==> config.mk <==
export PLATFORM = sky130hd
export DESIGN_NAME = clockgen_serial_control_regs
export DESIGN_NICKNAME = d
export VERILOG_FILES = /design/src/hw/clkgen_pkg.sv /design/src/hw/clockgen_serial_control_regs.sv /design/src/hw/twi_line_sampler.sv /design/src/hw/ctrl_byte_bank.sv
export SDC_FILE = /design/constraint.sdc
export NUM_CORES = 1
export LEC_CHECK = 0
export ABC_AREA = 1
export BUFFER_PORTS_ARGS = -buffer_cell sky130_fd_sc_hd__buf_2
export CELL_PAD_IN_SITES_DETAIL_PLACEMENT = 0
export CELL_PAD_IN_SITES_GLOBAL_PLACEMENT = 1
export CORE_UTILIZATION = 30
export DETAILED_ROUTE_END_ITERATION = 8
export PLACE_DENSITY = 0.58
export SLEW_MARGIN = 20
export SYNTH_ARGS = -nofsm -noshare
export SYNTH_HDL_FRONTEND = slang
export SYNTH_SLANG_ARGS = --single-unit
==> constraint.sdc <==
create_clock -name i_ref_clk -period 2.39 [get_ports i_ref_clk]
set_input_delay 0.478 -clock i_ref_clk [delete_from_list [all_inputs] [get_ports i_ref_clk]]
set_output_delay 0.478 -clock i_ref_clk [all_outputs]
set_load 0.02 [all_outputs]
==> src/hw/clkgen_pkg.sv <==
// control byte map, defaults and serial state codes for the clock
// synthesizer control bank; shared by every design file under hw/
package clkgen_pkg;
    // ======================================================
    // serial addressing
    localparam logic [6:0] DEV_ADDR = 7'h69; // eight-bit form 8'hd2
    localparam logic [3:0] BYTE_BITS = 4'h8;
    localparam int CMD_BYTE_BIT = 7;
    localparam logic [6:0] NUM_BYTES = 7'h05;
    // ======================================================
    // control byte offsets
    localparam logic [6:0] OFS_DIFF_OE = 7'h00;
    localparam logic [6:0] OFS_MISC = 7'h01;
    localparam logic [6:0] OFS_PCI_OE = 7'h02;
    localparam logic [6:0] OFS_SRC_MASK = 7'h03;
    localparam logic [6:0] OFS_HOST_MASK = 7'h04;
    // ======================================================
    // power-up values and fixed bits
    localparam logic [7:0] RST_DIFF_OE = 8'hff;
    localparam logic [7:0] RST_MISC = 8'hf6;
    localparam logic [7:0] RST_PCI_OE = 8'hff;
    localparam logic [7:0] RST_SRC_MASK = 8'h00;
    localparam logic [7:0] RST_HOST_MASK = 8'h07;
    localparam logic [7:0] MISC_RSVD_MASK = 8'hf7;
    // ======================================================
    // field positions
    localparam int FREE0_OE_BIT = 7;
    localparam int DOT_OE_BIT = 6;
    localparam int USB_OE_BIT = 5;
    localparam int XTAL_OE_BIT = 4;
    localparam int SPREAD_BIT = 0;
    localparam int FREE1_OE_BIT = 0;
    localparam int DOT_SLEEP_HIZ_BIT = 6;
    // ======================================================
    // serial slave states
    typedef enum logic [2:0] {
        S_IDLE = 3'b000,
        S_ADDR = 3'b001,
        S_CMD = 3'b010,
        S_WDATA = 3'b011,
        S_ACK = 3'b100,
        S_RDATA = 3'b101,
        S_MACK = 3'b110,
        S_IGNORE = 3'b111
    } twi_state_e;
endpackage

==> src/hw/clockgen_serial_control_regs.sv <==
// serial control bank of the clock synthesizer: two-wire byte slave,
// control bytes 0 to 4 and the gating levels for the clock buffers
// assumes scl/sda synchronous to i_ref_clk and an external open-drain pad
//
// Operation
// - byte write: address, command, data, each acked
// - byte read: command, repeated start, one byte out
// - ack address only when seven bits match
// - capture command code and ack it
// - byte 0 enables eight differential pairs
// - byte 1 misc enables, bit 3 reads 0
// - byte 1 bit 0 switches spread on
// - byte 2 pci enables, reserved bits stored
// - byte 3 bits 7-1 stop src pairs
// - byte 3 bit 0 stops on pin only
// - 96 MHz pair floats in power-down if set
// - byte 4 bits 4-3 make free clocks stoppable
// - byte 4 bits 2-0 gate host pairs
// - command bit 7 selects byte access, offset below
// - answer only to address bytes d2 (write) and d3 (read)
// - all bytes take defaults at power-up
// - after power-good, pin becomes power-down input
`timescale 1ns/1ps
module clockgen_serial_control_regs import clkgen_pkg::*; (
    input wire logic i_ref_clk, // 250 MHz system clock
    input wire logic i_sys_rst, // sync reset, high
    input wire logic i_clk_en, // freezes state when low
    input wire logic i_scl, // serial clock from master
    input wire logic i_sda, // serial data line level
    input wire logic i_host_clock_stop_n, // host clock stop, low
    input wire logic i_bus_clock_stop_n, // bus clock stop pin, low
    input wire logic i_soft_bus_clock_stop, // software bus stop, high
    input wire logic i_power_good_strobe_n, // power-good, then power-down
    output logic o_sda_out, // sda drive value, always 0
    output logic o_sda_oe, // sda pulled low while high
    output logic [7:0] o_src_oe, // src pair output enables
    output logic [7:0] o_src_run, // src pairs not stopped
    output logic [1:0] o_host_oe, // host pair 1/0 enables
    output logic [2:0] o_host_run, // host pairs not stopped
    output logic [1:0] o_free_bus_oe, // free bus clock 1/0 enables
    output logic [1:0] o_free_bus_run, // free bus clocks not stopped
    output logic [3:0] o_pci_oe, // pci 5..2 enables
    output logic o_fixed_96mhz_oe, // 96 MHz pair driven
    output logic o_usb48_oe, // 48 MHz output enable
    output logic o_xtal_copy_oe, // crystal copy enable
    output logic o_spread_en, // spread spectrum on
    output logic o_power_down_state // power-down in force
);
    // ======================================================
    // line events and bank
    logic rise_p, fall_p, start_p, stop_p, sda_v;
    logic [7:0] rd_data, q_diff, q_misc, q_pci, q_src, q_host;
    logic wr_en;

    twi_line_sampler u_lines (
        .i_ref_clk(i_ref_clk),
        .i_sys_rst(i_sys_rst),
        .i_clk_en(i_clk_en),
        .i_scl(i_scl),
        .i_sda(i_sda),
        .o_scl_rise(rise_p),
        .o_scl_fall(fall_p),
        .o_start(start_p),
        .o_stop(stop_p),
        .o_sda(sda_v)
    );

    logic [6:0] ofs_r, ofs_nxt;
    logic [7:0] shift_r, shift_nxt;

    ctrl_byte_bank u_bank (
        .i_ref_clk(i_ref_clk),
        .i_sys_rst(i_sys_rst),
        .i_clk_en(i_clk_en),
        .i_wr_en(wr_en),
        .i_ofs(ofs_r),
        .i_wr_data(shift_r),
        .o_rd_data(rd_data),
        .o_diff_oe(q_diff),
        .o_misc(q_misc),
        .o_pci_oe(q_pci),
        .o_src_mask(q_src),
        .o_host_mask(q_host)
    );

    // ======================================================
    // serial slave state
    twi_state_e st_r, st_nxt, after_r, after_nxt;
    logic [3:0] cnt_r, cnt_nxt;
    logic byte_mode_r, byte_mode_nxt;
    logic sda_oe_nxt, byte_done;

    assign byte_done = (cnt_r == BYTE_BITS);

    // bit collection, ack slots and read shift-out
    always_comb begin
        st_nxt = st_r;
        after_nxt = after_r;
        cnt_nxt = cnt_r;
        shift_nxt = shift_r;
        ofs_nxt = ofs_r;
        byte_mode_nxt = byte_mode_r;
        sda_oe_nxt = o_sda_oe;
        wr_en = 1'b0;
        if (stop_p) begin
            st_nxt = S_IDLE;
            sda_oe_nxt = 1'b0;
        end else if (start_p) begin
            st_nxt = S_ADDR;
            cnt_nxt = 4'h0;
            sda_oe_nxt = 1'b0;
        end else begin
            case (st_r)
                S_ADDR, S_CMD, S_WDATA: begin
                    if (rise_p && !byte_done) begin
                        shift_nxt = {shift_r[6:0], sda_v};
                        cnt_nxt = cnt_r + 4'h1;
                    end else if (fall_p && byte_done) begin
                        cnt_nxt = 4'h0;
                        st_nxt = S_ACK;
                        sda_oe_nxt = 1'b1;
                        if (st_r == S_ADDR) begin
                            after_nxt = shift_r[0] ? S_RDATA : S_CMD;
                            if (shift_r[7:1] != DEV_ADDR) begin
                                st_nxt = S_IGNORE;
                                sda_oe_nxt = 1'b0;
                            end
                        end else if (st_r == S_CMD) begin
                            ofs_nxt = shift_r[6:0];
                            byte_mode_nxt = shift_r[CMD_BYTE_BIT];
                            after_nxt = S_WDATA;
                        end else begin
                            wr_en = byte_mode_r;
                            after_nxt = S_IGNORE;
                        end
                    end
                end
                S_ACK: begin
                    if (fall_p) begin
                        st_nxt = after_r;
                        cnt_nxt = 4'h0;
                        sda_oe_nxt = 1'b0;
                        if (after_r == S_RDATA) begin
                            shift_nxt = rd_data;
                            sda_oe_nxt = !rd_data[7];
                            cnt_nxt = 4'h1;
                        end
                    end
                end
                S_RDATA: begin
                    if (fall_p) begin
                        if (byte_done) begin
                            sda_oe_nxt = 1'b0;
                            st_nxt = S_MACK;
                        end else begin
                            sda_oe_nxt = !shift_r[6];
                            shift_nxt = {shift_r[6:0], 1'b0};
                            cnt_nxt = cnt_r + 4'h1;
                        end
                    end
                end
                S_MACK: begin
                    if (rise_p) begin
                        st_nxt = S_IGNORE; // single byte only
                    end
                end
                default: begin
                end
            endcase
        end
        if (!i_clk_en) begin
            wr_en = 1'b0;
        end
    end

    always_ff @(posedge i_ref_clk) begin
        if (i_sys_rst) begin
            st_r <= S_IDLE;
            after_r <= S_IDLE;
            cnt_r <= 4'h0;
            shift_r <= 8'h00;
            ofs_r <= 7'h00;
            byte_mode_r <= 1'b0;
            o_sda_oe <= 1'b0;
            o_sda_out <= 1'b0;
        end else if (i_clk_en) begin
            st_r <= st_nxt;
            after_r <= after_nxt;
            cnt_r <= cnt_nxt;
            shift_r <= shift_nxt;
            ofs_r <= ofs_nxt;
            byte_mode_r <= byte_mode_nxt;
            o_sda_oe <= sda_oe_nxt;
            o_sda_out <= 1'b0;
        end
    end

    // ======================================================
    // buffer gating
    logic armed_r, armed_nxt, bus_stop, sleep_nxt;
    logic [7:0] src_run_nxt;
    logic [2:0] host_run_nxt;
    logic [1:0] free_run_nxt;

    // stop pins and software stop applied to run levels, power-down state from power-good
    always_comb begin
        bus_stop = !i_bus_clock_stop_n || i_soft_bus_clock_stop;
        armed_nxt = armed_r || !i_power_good_strobe_n;
        sleep_nxt = armed_r && i_power_good_strobe_n;
        src_run_nxt[7:1] = ~(q_src[7:1] & {7{bus_stop}});
        src_run_nxt[0] = !(q_src[0] && !i_bus_clock_stop_n);
        host_run_nxt = ~(q_host[2:0] & {3{!i_host_clock_stop_n}});
        free_run_nxt = ~(q_host[4:3] & {2{bus_stop}});
    end

    always_ff @(posedge i_ref_clk) begin
        if (i_sys_rst) begin
            armed_r <= 1'b0;
            o_power_down_state <= 1'b0;
            o_src_oe <= RST_DIFF_OE;
            o_src_run <= 8'hff;
            o_host_oe <= 2'h3;
            o_host_run <= 3'h7;
            o_free_bus_oe <= 2'h3;
            o_free_bus_run <= 2'h3;
            o_pci_oe <= 4'hf;
            o_fixed_96mhz_oe <= 1'b1;
            o_usb48_oe <= 1'b1;
            o_xtal_copy_oe <= 1'b1;
            o_spread_en <= 1'b0;
        end else if (i_clk_en) begin
            armed_r <= armed_nxt;
            o_power_down_state <= sleep_nxt;
            o_src_oe <= q_diff;
            o_src_run <= src_run_nxt;
            o_host_oe <= q_misc[2:1];
            o_host_run <= host_run_nxt;
            o_free_bus_oe <= {q_pci[FREE1_OE_BIT], q_misc[FREE0_OE_BIT]};
            o_free_bus_run <= free_run_nxt;
            o_pci_oe <= q_pci[7:4];
            o_fixed_96mhz_oe <= q_misc[DOT_OE_BIT]
                && !(sleep_nxt && q_host[DOT_SLEEP_HIZ_BIT]);
            o_usb48_oe <= q_misc[USB_OE_BIT];
            o_xtal_copy_oe <= q_misc[XTAL_OE_BIT];
            o_spread_en <= q_misc[SPREAD_BIT];
        end
    end

    logic quiet;
    assign quiet = i_clk_en && !start_p && !stop_p;
endmodule // clockgen_serial_control_regs

==> src/hw/twi_line_sampler.sv <==
// edge and condition detector for the two-wire serial lines
// assumes scl and sda already synchronous to i_ref_clk
`timescale 1ns/1ps
module twi_line_sampler import clkgen_pkg::*; (
    input wire logic i_ref_clk, // system clock
    input wire logic i_sys_rst, // sync reset, high
    input wire logic i_clk_en, // freezes state when low
    input wire logic i_scl, // serial clock level
    input wire logic i_sda, // serial data level
    output logic o_scl_rise, // scl rising pulse
    output logic o_scl_fall, // scl falling pulse
    output logic o_start, // start or repeated start
    output logic o_stop, // stop condition
    output logic o_sda // sda level at this edge
);
    logic scl_r, scl_nxt;
    logic sda_r, sda_nxt;

    // ======================================================
    // previous line levels
    always_comb begin
        scl_nxt = i_scl;
        sda_nxt = i_sda;
    end

    always_ff @(posedge i_ref_clk) begin
        if (i_sys_rst) begin
            scl_r <= 1'b1;
            sda_r <= 1'b1;
        end else if (i_clk_en) begin
            scl_r <= scl_nxt;
            sda_r <= sda_nxt;
        end
    end

    // data moving while scl high marks start or stop
    assign o_scl_rise = !scl_r && i_scl;
    assign o_scl_fall = scl_r && !i_scl;
    assign o_start = scl_r && i_scl && sda_r && !i_sda;
    assign o_stop = scl_r && i_scl && !sda_r && i_sda;
    assign o_sda = i_sda;
endmodule // twi_line_sampler

==> src/hw/ctrl_byte_bank.sv <==
// five control bytes with power-up defaults, one write and one read port
// assumes writes arrive as single-cycle strobes from the serial slave
`timescale 1ns/1ps
module ctrl_byte_bank import clkgen_pkg::*; (
    input wire logic i_ref_clk, // system clock
    input wire logic i_sys_rst, // sync reset, high
    input wire logic i_clk_en, // freezes state when low
    input wire logic i_wr_en, // write strobe
    input wire logic [6:0] i_ofs, // byte offset
    input wire logic [7:0] i_wr_data, // byte to store
    output logic [7:0] o_rd_data, // byte at offset
    output logic [7:0] o_diff_oe, // byte 0
    output logic [7:0] o_misc, // byte 1
    output logic [7:0] o_pci_oe, // byte 2
    output logic [7:0] o_src_mask, // byte 3
    output logic [7:0] o_host_mask // byte 4
);
    logic [7:0] regs_r [0:4];
    logic [7:0] regs_nxt [0:4];

    // offsets past byte 4 fall outside the map
    function automatic logic in_map(input logic [6:0] ofs);
        return ofs < NUM_BYTES;
    endfunction

    // ======================================================
    // write decode; offsets past the map are dropped
    always_comb begin
        for (int i = 0; i < 5; i++) begin
            regs_nxt[i] = regs_r[i];
        end
        if (i_wr_en && in_map(i_ofs)) begin
            regs_nxt[i_ofs[2:0]] = i_wr_data;
        end
    end

    // power-up defaults so the part runs with no serial access
    always_ff @(posedge i_ref_clk) begin
        if (i_sys_rst) begin
            regs_r[0] <= RST_DIFF_OE;
            regs_r[1] <= RST_MISC;
            regs_r[2] <= RST_PCI_OE;
            regs_r[3] <= RST_SRC_MASK;
            regs_r[4] <= RST_HOST_MASK;
        end else if (i_clk_en) begin
            regs_r <= regs_nxt;
        end
    end

    // readback of stored bytes, byte 1 bit 3 fixed at zero
    always_comb begin
        o_rd_data = 8'h00;
        if (in_map(i_ofs)) begin
            o_rd_data = regs_r[i_ofs[2:0]];
        end
        if (i_ofs == OFS_MISC) begin
            o_rd_data = regs_r[1] & MISC_RSVD_MASK;
        end
    end

    assign o_diff_oe = regs_r[0];
    assign o_misc = regs_r[1] & MISC_RSVD_MASK;
    assign o_pci_oe = regs_r[2];
    assign o_src_mask = regs_r[3];
    assign o_host_mask = regs_r[4];
endmodule // ctrl_byte_bank

**After elaboration in Yosys (flattened, before gate mapping)**

Index checks and enable logic that the tools add are counted.
W data, S select, Z words.

- Flip-flop bits (word level): 104
- Input bits: 9
- Output and inout port bits: 36
- Word-level logic and storage cells: 163

- Add/sub/neg operators: 1
- Order comparisons: 3
- Eq/ne operators: 25
- Muxes and demuxes: 55
- Bitwise gates (word level): 11
- Reductions and logical operators: 41

Operator list:

| operator | number |
|---|---|
| $mux W8 | 10 |
| $bwmux W40 | 1 |
| $mux W3 | 11 |
| $ne A4 B4 Y1 const B | 7 |
| $bmux W8 S3 | 1 |
| $demux W8 S3 | 1 |
| $mux W4 | 6 |
| $pmux W8 S3 | 1 |
| $mux W1 | 19 |
| $reduce_and A8 Y1 | 2 |
| $logic_and A1 B1 Y1 | 15 |
| $eq A3 B3 Y1 const B | 4 |
| $logic_not A1 Y1 | 12 |
| $pmux W3 S4 | 1 |
| $pmux W4 S3 | 1 |
| $reduce_and A6 Y1 | 2 |
| $ne A2 B2 Y1 const B | 5 |
| $ne A3 B3 Y1 const B | 3 |
| $reduce_and A9 Y1 | 1 |
| $and A7 B7 Y7 | 1 |
| $eq A7 B1 Y1 const B | 1 |
| $lt A7 B3 Y1 const B | 1 |
| $ne A7 B7 Y1 const B | 1 |
| $not A7 Y7 | 1 |
| 22 further kinds | 28 |

**Longest topological paths before layout**

Gate-level depths: netlist of run 1.

- Depth after elaboration: 12
- Mapped depth: 12
- Depth with buffers taken out: 12

**Hierarchy**

From an unflattened synthesis of run 1, not the netlist that was laid out.

- Cell total of the unflattened synthesis: 861
- Area, all modules: 5738.0 µm²

By module, submodules not included:

| module | times used | cells an instance | area an instance (µm²) | seq. area each (µm²) |
|---|---|---|---|---|
| clockgen_serial_control_regs | 1 | 446 | 3041.7 | 1241.2 |
| ctrl_byte_bank | 1 | 396 | 2583.7 | 800.8 |
| twi_line_sampler | 1 | 19 | 112.6 | 40.0 |

**Least setup slack after synthesis of run 1**

OpenSTA, ideal clock, no wires.

- Path type: flip-flop to flip-flop
- Start point: register cnt_r[0]
- End point: register shift_r[7]
- Library setup time: 0.117 ns
- Data arrival time: 1.560 ns
- Required time: 2.273 ns
- Slack: 0.713 ns
- Stages on the path, launching flop included: 10
- Buffers on the path: 1
- Period minus slack after synthesis: 1.677 ns
- Path through: dfxtp_1 inv_1 ha_1 nand3_1 nand2_1 a21oi_2 nand3_2 buf_2 nor3_1 nor2_1

- Word-level cells in the longest chain between the ends: 5
- Elaborated cells on any way between the ends: 6
- Classes of those cells: 3 x eq/ne; 3 x reduce/logical

RTL lines:

| element | line | text |
|---|---|---|
| start: declaration | clockgen_serial_control_regs.sv:89 | `logic [3:0] cnt_r, cnt_nxt;` |
| start signal: assignment | clockgen_serial_control_regs.sv:189 | `cnt_r <= cnt_nxt;` |
| $eq A4 B4 Y1 (*) | clockgen_serial_control_regs.sv:93 | `assign byte_done = (cnt_r == BYTE_BITS);` |
| $logic_not A1 Y1 | clockgen_serial_control_regs.sv:115 | `if (rise_p && !byte_done) begin` |
| $logic_and A1 B1 Y1 | clockgen_serial_control_regs.sv:115 |  |
| $ne A2 B2 Y1 (no line) | - |  |
| $reduce_and A9 Y1 (no line) (*) | - |  |
| end signal: assignment | clockgen_serial_control_regs.sv:190 | `shift_r <= shift_nxt;` |
| end: declaration | clockgen_serial_control_regs.sv:69 | `logic [7:0] shift_r, shift_nxt;` |

Every way passes the cells marked *; elsewhere a longest branch is shown, timed or not.
A chain may end at the register's enable or synchronous reset.

**Worst setup path after layout of run 1**

- Start point: register cnt_r[0]
- End point: register u_bank.regs_r, in the netlist u_bank.o_host_mask[2]

- Word-level cells in the longest chain between the ends: 10
- Elaborated cells on any way between the ends: 12
- Classes of those cells: 1 x eq/ne; 6 x mux; 5 x reduce/logical

RTL lines:

| element | line | text |
|---|---|---|
| $eq A4 B4 Y1 (*) | clockgen_serial_control_regs.sv:93 |  |
| $logic_and A1 B1 Y1 / $logic_not A1 Y1 (equally long branches) | clockgen_serial_control_regs.sv:118, clockgen_serial_control_regs.sv:115 |  |
| $mux W1 / $logic_and A1 B1 Y1 (equally long branches) | clockgen_serial_control_regs.sv:118, clockgen_serial_control_regs.sv:115 |  |
| $mux W1 (*) | clockgen_serial_control_regs.sv:115 |  |
| $mux W1 (*) | clockgen_serial_control_regs.sv:113 | `case (st_r)` |
| $mux W1 (*) | clockgen_serial_control_regs.sv:108 | `end else if (start_p) begin` |
| $mux W1 (*) | clockgen_serial_control_regs.sv:105 | `if (stop_p) begin` |
| $mux W1 (*) | clockgen_serial_control_regs.sv:171 | `if (!i_clk_en) begin` |
| $logic_and A1 B1 Y1 (*) | ctrl_byte_bank.sv:32 | `if (i_wr_en && in_map(i_ofs)) begin` |
| $reduce_and A2 Y1 (no line) (*) | - |  |
| end signal: assignment | ctrl_byte_bank.sv:46 | `regs_r <= regs_nxt;` |
| end: declaration | ctrl_byte_bank.sv:18 | `logic [7:0] regs_r [0:4];` |

Marked as above.

==> results.sh, run 1 <==
export IMPL_status="complete, no violations"
export IMPL_timing_final_crit_share=0.882
export IMPL_end_kind="flip-flop"
export IMPL_report_final_hold_viol_count=0
export IMPL_die_area_um2=17300
export IMPL_cpPeakStageDelay_ns=0.39
export IMPL_die_w_um=132
export IMPL_crit_reg2reg_launch="cnt_r[0]"
export IMPL_crit_required_ns=2.63
export IMPL_ys_flop_type="dfxtp_1"
export IMPL_synth_most_common_cell="nand2_1"
export IMPL_grt_first_pass_wirelength_um=25400
export IMPL_vias_per_cell=4.84
export IMPL_clk_insertion_delay_late_ns=0.36
export IMPL_cts_resized=0
export IMPL_antenna_cells=0
export IMPL_crit_chain="inv_1 > ha_1 > nand2_1 > nor2_1 > nand2_1 > nor3_1 > nand2_2 > nor2_8 > inv_2 > nand2_1 > nand3_1"
export IMPL_cp_endpoint="u_bank.o_host_mask[2]"
export IMPL_drive_gt1_frac=0.137
export IMPL_tightest_slew_ns=0.593
export IMPL_skew_ns=0.0116
export IMPL_gp_congestion=0.826
export IMPL_syn_inst=745
export IMPL_yosys_top_cells_count="nand2_1, dfxtp_1, nor2_1, nand3_1, inv_1"
export IMPL_synthArstFlopShare=0
export IMPL_clk_path_buf_depth=2
export IMPL_cp_arrival_ns=2.35
export IMPL_syn_avg_cell_area_um2=6.77
export IMPL_cts_hold_buf=0
export IMPL_p_leak_nw=2.83
export IMPL_area_growth_synth_to_final_pct=15.4
export IMPL_startpoint="cnt_r[0]"
export IMPL_fin_util=0.352
export IMPL_antenna_found_initial=0
export IMPL_powerDensity_nw_per_um2=772
export IMPL_relSlewSlack=0.604
export IMPL_rsz0062_at_grt="no"
export IMPL_start_kind="flip-flop"
export IMPL_nNetsFinal=794
export IMPL_die_h_um=132
export IMPL_num_rows=47
export IMPL_slew_violations=0
export IMPL_synth_edf_count=0
export IMPL_setup_viol=0
export IMPL_initialDrtViolationCount=319
export IMPL_initial_utilization=0.305
export IMPL_synth_top_area_share=0.413
export IMPL_grt_max_degree=53
export IMPL_postPlaceCellArea_um2=5520
export IMPL_ioPinCount=45
export IMPL_hpwl_um=11500
export IMPL_fin_area_um2=5820
export IMPL_root_buffer="clkbuf_16"
export IMPL_crit_top_cell="nand2_1"
export IMPL_hp_class="input pin to flip-flop"
export IMPL_firstDrtPassIters=5
export IMPL_max_cap_violations=0
export IMPL_worst_setup_path_type="flip-flop to flip-flop"
export IMPL_wl_um=15500
export IMPL_synth_seq_area_share=0.413
export IMPL_ant_nets=0
export IMPL_grt_pass1_vias=4586
export IMPL_cts_buffers=9
export IMPL_num_vias=4883
export IMPL_synth_area_top_cells="dfxtp_1, nand2_1, nand3_1"
export IMPL_yosys_warnings=0
export IMPL_ir_worst_vdd_uv=333
export IMPL_slowest_stage="nor3_1"
export IMPL_yosys_area_top_type="dfxtp_1"
export IMPL_r2r_setup_slack_ns=0.28
export IMPL_syn_area_um2=5040
export IMPL_synth_distinct_cells=41
export IMPL_setup_tns_final_ns=0
export IMPL_synth_net_count=756
export IMPL_reg2reg_depth=11
export IMPL_cts_tree="yes"
export IMPL_wl_per_cell_um=15.4
export IMPL_clkTransAtPathRegs_ns=0.08
export IMPL_io_buffers=43
export IMPL_synth_seq_cells=104
export IMPL_post_cts_buffers=0
export IMPL_crit_fanout=9
export IMPL_overflow=0
export IMPL_htree_levels=3
export IMPL_fin_crit_ns=2.11
export IMPL_r2r_end="u_bank.o_host_mask[2]"
export IMPL_remaining_drc_errors=0
export IMPL_coreArea_um2=16500
export IMPL_cts_sinks=104
export IMPL_max_freq_mhz=474
export IMPL_track_usage=0.189
-- metal layers --
layer	wire, um	vias to the layer above	track usage	part of all wire
met4	245	0	0.0678	0.016
met1	7430	2253	0.260	0.48
met3	617	13	0.0235	0.040
met5	0	-	0	0
li1	-	2501	-	-
met2	7250	116	0.303	0.47
-- critical path: cells and delay by family (launching register included) --
kind | cells | cell delay [ns]
adders and majority gates | 1 | 0.16
buffers and inverters | 2 | 0.18
and+or+nand+nor | 8 | 1.27
DFF | 1 | 0.36
-- sequential cells by signal, indices dropped and copies added, names as in the netlist, 7 cells and up --
register / flops
o_src_oe: 8
u_bank.o_misc: 7
u_bank.o_host_mask: 8
u_bank.o_pci_oe: 8
o_src_run: 8
shift_r: 8
u_bank.o_diff_oe: 8
u_bank.o_src_mask: 8
ofs_r: 7
-- per-stage QoR --
| step | instances | total power, mW | hold slack, ns | setup WS, ns |
|---|---|---|---|---|
| 6_report | 1008 | 4.49 | 0.366 | 0.281 |
| 5_1_grt | 1008 | 4.74 | 0.375 | 0.0468 |
| 4_1_cts | 1008 | 4.55 | 0.352 | 0.301 |
| 3_5_place_dp | 992 | 3.02 | 0.439 | 0.313 |
| 3_3_place_gp | 992 | 3.03 | 0.433 | 0.356 |
| 2_1_floorplan | 745 | 2.64 | 0.429 | 0.713 |
-- logic make-up after synthesis --
| family | synth area share |
|---|---|
| and+or+nand+nor | 0.373 |
| DFF | 0.413 |
| adders and majority gates | 0.00496 |
| xor gates and xnor gates | 0.00174 |
| AOI/OAI and AO/OA | 0.120 |
| buffers and inverters | 0.0875 |
| other | 0.000743 |
-- layout make-up --
class / instances / area, um^2
clock buffer: 10 / 239
clock inverter: 6 / 57.6
fill: 1808 / 10700
inverter: 75 / 282
multi-input combinational: 532 / 2520
sequential: 104 / 2080
tap: 220 / 275
timing repair buffer: 61 / 363
-- worst min-delay path by stage --
| stage | to | from | cells after the start |
|---|---|---|---|
| final | o_src_run[0] | i_bus_clock_stop_n | 3 |
| after global routing | o_src_run[0] | i_bus_clock_stop_n | 3 |
| after CTS | o_src_run[0] | i_bus_clock_stop_n | 3 |
| after detailed placement | o_pci_oe[1] | o_pci_oe[1] | 2 |
| after global placement | o_src_oe[0] | o_src_oe[0] | 2 |
| after floorplan | u_bank.o_pci_oe[3] | u_bank.o_pci_oe[3] | 2 |
-- layout by cell type, fill, tap and decap left out, types with 3 or more instances in the layout --
| master | instances |
|---|---|
| nand2_1 | 215 |
| dfxtp_1 | 104 |
| nor2_1 | 79 |
| nand3_1 | 71 |
| inv_1 | 66 |
| a21oi_1 | 54 |
| buf_2 | 43 |
| o21ai_0 | 37 |
| nand4_1 | 29 |
| buf_4 | 17 |
| clkbuf_16 | 9 |
| inv_2 | 8 |
| nand3_2 | 6 |
| o211ai_1 | 6 |
| nand2_2 | 4 |
| o31ai_1 | 3 |
| nor3_1 | 3 |
| nor2_4 | 3 |
-- power by group --
| group | total, mW | leakage, nW | internal [mW] | switching (mW) |
|---|---|---|---|---|
| sequential | 2.06 | 0.848 | 1.85 | 0.213 |
| clock | 1.51 | 0.147 | 0.763 | 0.744 |
| combinational | 0.925 | 1.84 | 0.278 | 0.647 |
| total | 4.49 | 2.83 | 2.89 | 1.60 |
No activity file was read; power rests on OpenSTA's default activity.
==> run 2: changes to the inputs <==
--- a/config.mk
+++ b/config.mk
@@ -9,9 +9,9 @@
 export BUFFER_PORTS_ARGS = -buffer_cell sky130_fd_sc_hd__buf_2
 export CELL_PAD_IN_SITES_DETAIL_PLACEMENT = 0
 export CELL_PAD_IN_SITES_GLOBAL_PLACEMENT = 1
-export CORE_UTILIZATION = 30
+export CORE_UTILIZATION = 43
 export DETAILED_ROUTE_END_ITERATION = 8
-export PLACE_DENSITY = 0.58
+export PLACE_DENSITY = 0.79
 export SLEW_MARGIN = 20
 export SYNTH_ARGS = -nofsm -noshare
 export SYNTH_HDL_FRONTEND = slang
==> results.sh, run 2 (synthesis results as in run 1) <==
export IMPL_status="complete, no violations"
export IMPL_tightest_slew_ns=0.599
export IMPL_drive_gt1_frac=0.129
export IMPL_nNetsFinal=788
export IMPL_grt_busiest_layer="met2"
export IMPL_mostFrequentLayoutCells="nand2_1, dfxtp_1, nor2_1"
export IMPL_register_area_um2=2080
export IMPL_relSlewSlack=0.600
export IMPL_root_buffer="clkbuf_16"
export IMPL_cts_sinks=104
export IMPL_powerDensity_nw_per_um2=772
export IMPL_ir_worst_vdd_uv=526
export IMPL_gp_congestion=0.904
export IMPL_crit_required_ns=2.63
export IMPL_skew_ns=0.0107
export IMPL_initialDrtViolationCount=315
export IMPL_track_usage=0.240
export IMPL_wl_um=13900
export IMPL_finalWorstSetupSlack_ns=0.295
export IMPL_dp_slack_ns=0.374
export IMPL_globalRouteMet1Util=0.294
export IMPL_hpwl_um=10100
export IMPL_p_leak_nw=2.80
export IMPL_grt_first_pass_wirelength_um=21600
export IMPL_setup_viol=0
export IMPL_report_final_hold_viol_count=0
export IMPL_ant_nets=0
export IMPL_post_cts_buffers=0
export IMPL_fillCellCount=1190
export IMPL_hp_class="input pin to flip-flop"
export IMPL_grt_util_met3=0.0359
export IMPL_area_growth_synth_to_final_pct=12.2
export IMPL_end_kind="flip-flop"
export IMPL_slew_violations=0
export IMPL_cts_tree="yes"
export IMPL_wl_per_cell_um=15.1
export IMPL_antenna_cells=0
export IMPL_cts_buffers=9
export IMPL_rsz0062_at_grt="no"
export IMPL_coreArea_um2=11400
export IMPL_worst_setup_path_type="flip-flop to flip-flop"
export IMPL_vias_per_cell=5.19
export IMPL_die_area_um2=12200
export IMPL_overflow=0
export IMPL_remaining_drc_errors=0
export IMPL_grt_max_degree=83
export IMPL_clkTransAtPathRegs_ns=0.07
export IMPL_die_h_um=110
export IMPL_io_buffers=43
export IMPL_htree_levels=3
export IMPL_max_freq_mhz=477
export IMPL_cp_arrival_ns=2.33
export IMPL_setup_tns_final_ns=0
export IMPL_final_common_cell="nand2_1"
export IMPL_timing_final_crit_share=0.877
export IMPL_cts_resized=0
export IMPL_use_met2=0.413
export IMPL_die_w_um=110
export IMPL_num_rows=39
export IMPL_clk_path_buf_depth=2
export IMPL_antenna_found_initial=0
export IMPL_num_vias=4797
export IMPL_firstDrtPassIters=5
export IMPL_max_cap_violations=0
export IMPL_cts_hold_buf=0
export IMPL_fin_crit_ns=2.10
export IMPL_ioPinCount=45
export IMPL_start_kind="flip-flop"
export IMPL_clk_insertion_delay_late_ns=0.36
export IMPL_multi_input_area_um2=2520
export IMPL_initial_utilization=0.442
export IMPL_crit_fanout=8
export IMPL_grt_pass1_vias=4278
==> run 2: cell types whose count changed in the layout (fill, tap and decap cells not counted) <==
cell      before  now
clkinv_2       0    2
clkinv_4       2    0
clkbuf_8       1    2
inv_8          2    0
buf_4         17   11
==> run 2: metal layers <==
metal / vias up / routed length (um)
met5: - / 0
met4: 0 / 363
met3: 25 / 484
met2: 103 / 6720
met1: 2184 / 6360
li1: 2485 / -
==> run 2: where the power goes <==
| group | leakage (nW) | internal (mW) | switching (mW) |
|---|---|---|---|
| Clock | 0.142 | 0.762 | 0.664 |
| Sequential | 0.848 | 1.85 | 0.230 |
| Combinational | 1.81 | 0.266 | 0.597 |
==> run 2: critical path, stage by stage, from the launching register on <==
cell and delay [ns]:
dfxtp_1 0.36, inv_1 0.07, ha_1 0.16, nand2_1 0.05, nor2_1 0.17, nand2_1 0.15
nor3_1 0.39, nand4_1 0.38, nand2_1 0.15, nand3_1 0.08
==> run 2: final timing paths <==
path | start | to | slack (ns) | cells after the start
worst min register to register | o_free_bus_oe[1] | o_free_bus_oe[1] | 0.45 | 2
worst max register to register | cnt_r[0] | u_bank.o_diff_oe[4] | 0.29 | 9
worst max-delay path | cnt_r[0] | u_bank.o_diff_oe[4] | 0.29 | 9
worst min-delay path | i_bus_clock_stop_n | o_src_run[0] | 0.38 | 3
==> run 2: layout make-up <==
type / count / share of cell area
Sequential cell: 104 / 0.368
Clock inverter: 4 / 0.00486
Multi-Input combinational cell: 532 / 0.445
Timing Repair Buffer: 55 / 0.0561
Inverter: 75 / 0.0497
Clock buffer: 11 / 0.0446
Tap cell: 143 / 0.0316
==> run 2: through the flow <==
step / hold slack [ns] / area [um^2] / power, mW / std cells / util
finish: 0.381 / 5660 / 4.37 / 924 / 0.496
detailed placement: 0.438 / 5380 / 2.98 / 909 / 0.471
floorplan: 0.429 / 5040 / 2.64 / 745 / -
CTS: 0.380 / 5660 / 4.39 / 924 / 0.496
global route: 0.393 / 5660 / 4.58 / 924 / 0.496
global placement: 0.433 / 5380 / 2.97 / 909 / 0.471
==> run 3: changes to the inputs <==
--- a/config.mk
+++ b/config.mk
@@ -11,7 +11,7 @@
 export CELL_PAD_IN_SITES_GLOBAL_PLACEMENT = 1
 export CORE_UTILIZATION = 43
 export DETAILED_ROUTE_END_ITERATION = 8
-export PLACE_DENSITY = 0.79
+export PLACE_DENSITY = 0.91
 export SLEW_MARGIN = 20
 export SYNTH_ARGS = -nofsm -noshare
 export SYNTH_HDL_FRONTEND = slang
==> results.sh, run 3 (synthesis results as in run 1) <==
export IMPL_status="complete, no violations"
export IMPL_track_usage=0.250
export IMPL_num_vias=4910
export IMPL_cts_tree="yes"
export IMPL_rsz0062_at_grt="no"
export IMPL_mostFrequentLayoutCells="nand2_1, dfxtp_1, nor2_1"
export IMPL_power_mw=4.37
export IMPL_cts_hold_buf=0
export IMPL_area_growth_synth_to_final_pct=12.4
export IMPL_die_h_um=110
export IMPL_final_common_cell="nand2_1"
export IMPL_tightest_slew_ns=0.578
export IMPL_coreArea_um2=11400
export IMPL_ir_worst_vdd_uv=471
export IMPL_relSlewSlack=0.613
export IMPL_vias_per_cell=5.30
export IMPL_hp_class="input pin to flip-flop"
export IMPL_timing_final_crit_share=0.869
export IMPL_cts_buffers=9
export IMPL_setup_viol=0
export IMPL_hpwl_um=10400
export IMPL_gp_congestion=0.904
export IMPL_skew_ns=0.00737
export IMPL_crit_required_ns=2.69
export IMPL_num_rows=39
export IMPL_ioPinCount=45
export IMPL_max_cap_violations=0
export IMPL_firstDrtPassIters=6
export IMPL_cts_sinks=104
export IMPL_ant_nets=0
export IMPL_p_leak_nw=2.80
export IMPL_grt_first_pass_wirelength_um=22800
export IMPL_initialDrtViolationCount=399
export IMPL_overflow=0
export IMPL_wl_per_cell_um=15.5
export IMPL_setup_tns_final_ns=0
export IMPL_slew_violations=0
export IMPL_powerDensity_nw_per_um2=770
export IMPL_die_area_um2=12200
export IMPL_grt_max_degree=81
export IMPL_slowest_stage="dfxtp_1"
export IMPL_antenna_cells=0
export IMPL_grt_pass1_vias=4453
export IMPL_dp_slack_ns=0.291
export IMPL_initial_utilization=0.442
export IMPL_die_w_um=110
export IMPL_wl_um=14300
export IMPL_clkTransAtPathRegs_ns=0.07
export IMPL_antenna_found_initial=0
export IMPL_nNetsFinal=789
export IMPL_finalWorstSetupSlack_ns=0.314
export IMPL_htree_levels=3
export IMPL_hold_worst_slack_ns=0.368
export IMPL_clk_insertion_delay_late_ns=0.36
export IMPL_cp_arrival_ns=2.37
export IMPL_root_buffer="clkbuf_16"
export IMPL_crit_fanout=8
export IMPL_remaining_drc_errors=0
export IMPL_clk_path_buf_depth=2
export IMPL_start_kind="flip-flop"
export IMPL_report_final_hold_viol_count=0
export IMPL_end_kind="flip-flop"
export IMPL_max_freq_mhz=482
export IMPL_cpPeakStageDelay_ns=0.37
export IMPL_io_buffers=43
export IMPL_drive_gt1_frac=0.132
export IMPL_fin_crit_ns=2.08
export IMPL_crit_chain="inv_1 > ha_1 > nand2_1 > nor2_1 > nand2_1 > nor3_1 > nand2_2 > inv_1 > nand4_1 > nand3_1"
export IMPL_worst_setup_path_type="flip-flop to flip-flop"
run 3: worst max-delay path: cells and delay by family, from the launching register on:
kind / cells / cell delay (ns)
adders and majority gates: 1 / 0.16
and+or+nand+nor: 7 / 1.16
buffers and inverters: 2 / 0.33
DFF: 1 / 0.37
run 3: final timing paths:
path,startpoint,end,slack [ns],cells past startpoint
setup / recovery,cnt_r[0],u_bank.o_diff_oe[5],0.31,10
hold / removal,i_bus_clock_stop_n,o_src_run[0],0.37,3
setup reg to reg,cnt_r[0],u_bank.o_diff_oe[5],0.31,10
hold reg to reg,o_src_oe[5],o_src_oe[5],0.45,2
run 3: layout make-up:
type	count	area, um^2
Timing Repair Buffer	56	325
Tap cell	143	179
Fill cell	1173	5750
Multi-Input combinational cell	532	2520
Clock buffer	9	225
Clock inverter	7	55.1
Sequential cell	104	2080
Inverter	75	282
run 3: metrics by stage:
step	cell area (um^2)	util	std cells
2_1_floorplan	5040	-	745
3_3_place_gp	5380	0.471	909
3_5_place_dp	5380	0.471	909
4_1_cts	5660	0.496	925
5_1_grt	5670	0.496	926
6_report	5670	0.496	926
run 3: timing repair:
item                       4_1_cts  5_1_grt
setup endpoints to repair        0        8
buffers inserted                 0        1
gates resized for setup          0        0
run 3: where the power goes:
group	switching (mW)	leakage (nW)	internal, mW
clock	0.690	0.138	0.719
sequential	0.232	0.848	1.85
combinational	0.609	1.81	0.267
run 3: layer usage:
metal,up-vias,part of all wire,global-route usage
li1,2487,-,-
met1,2246,0.44,0.319
met2,155,0.48,0.420
met3,22,0.061,0.0412
met4,0,0.021,0.0996
met5,-,0,0
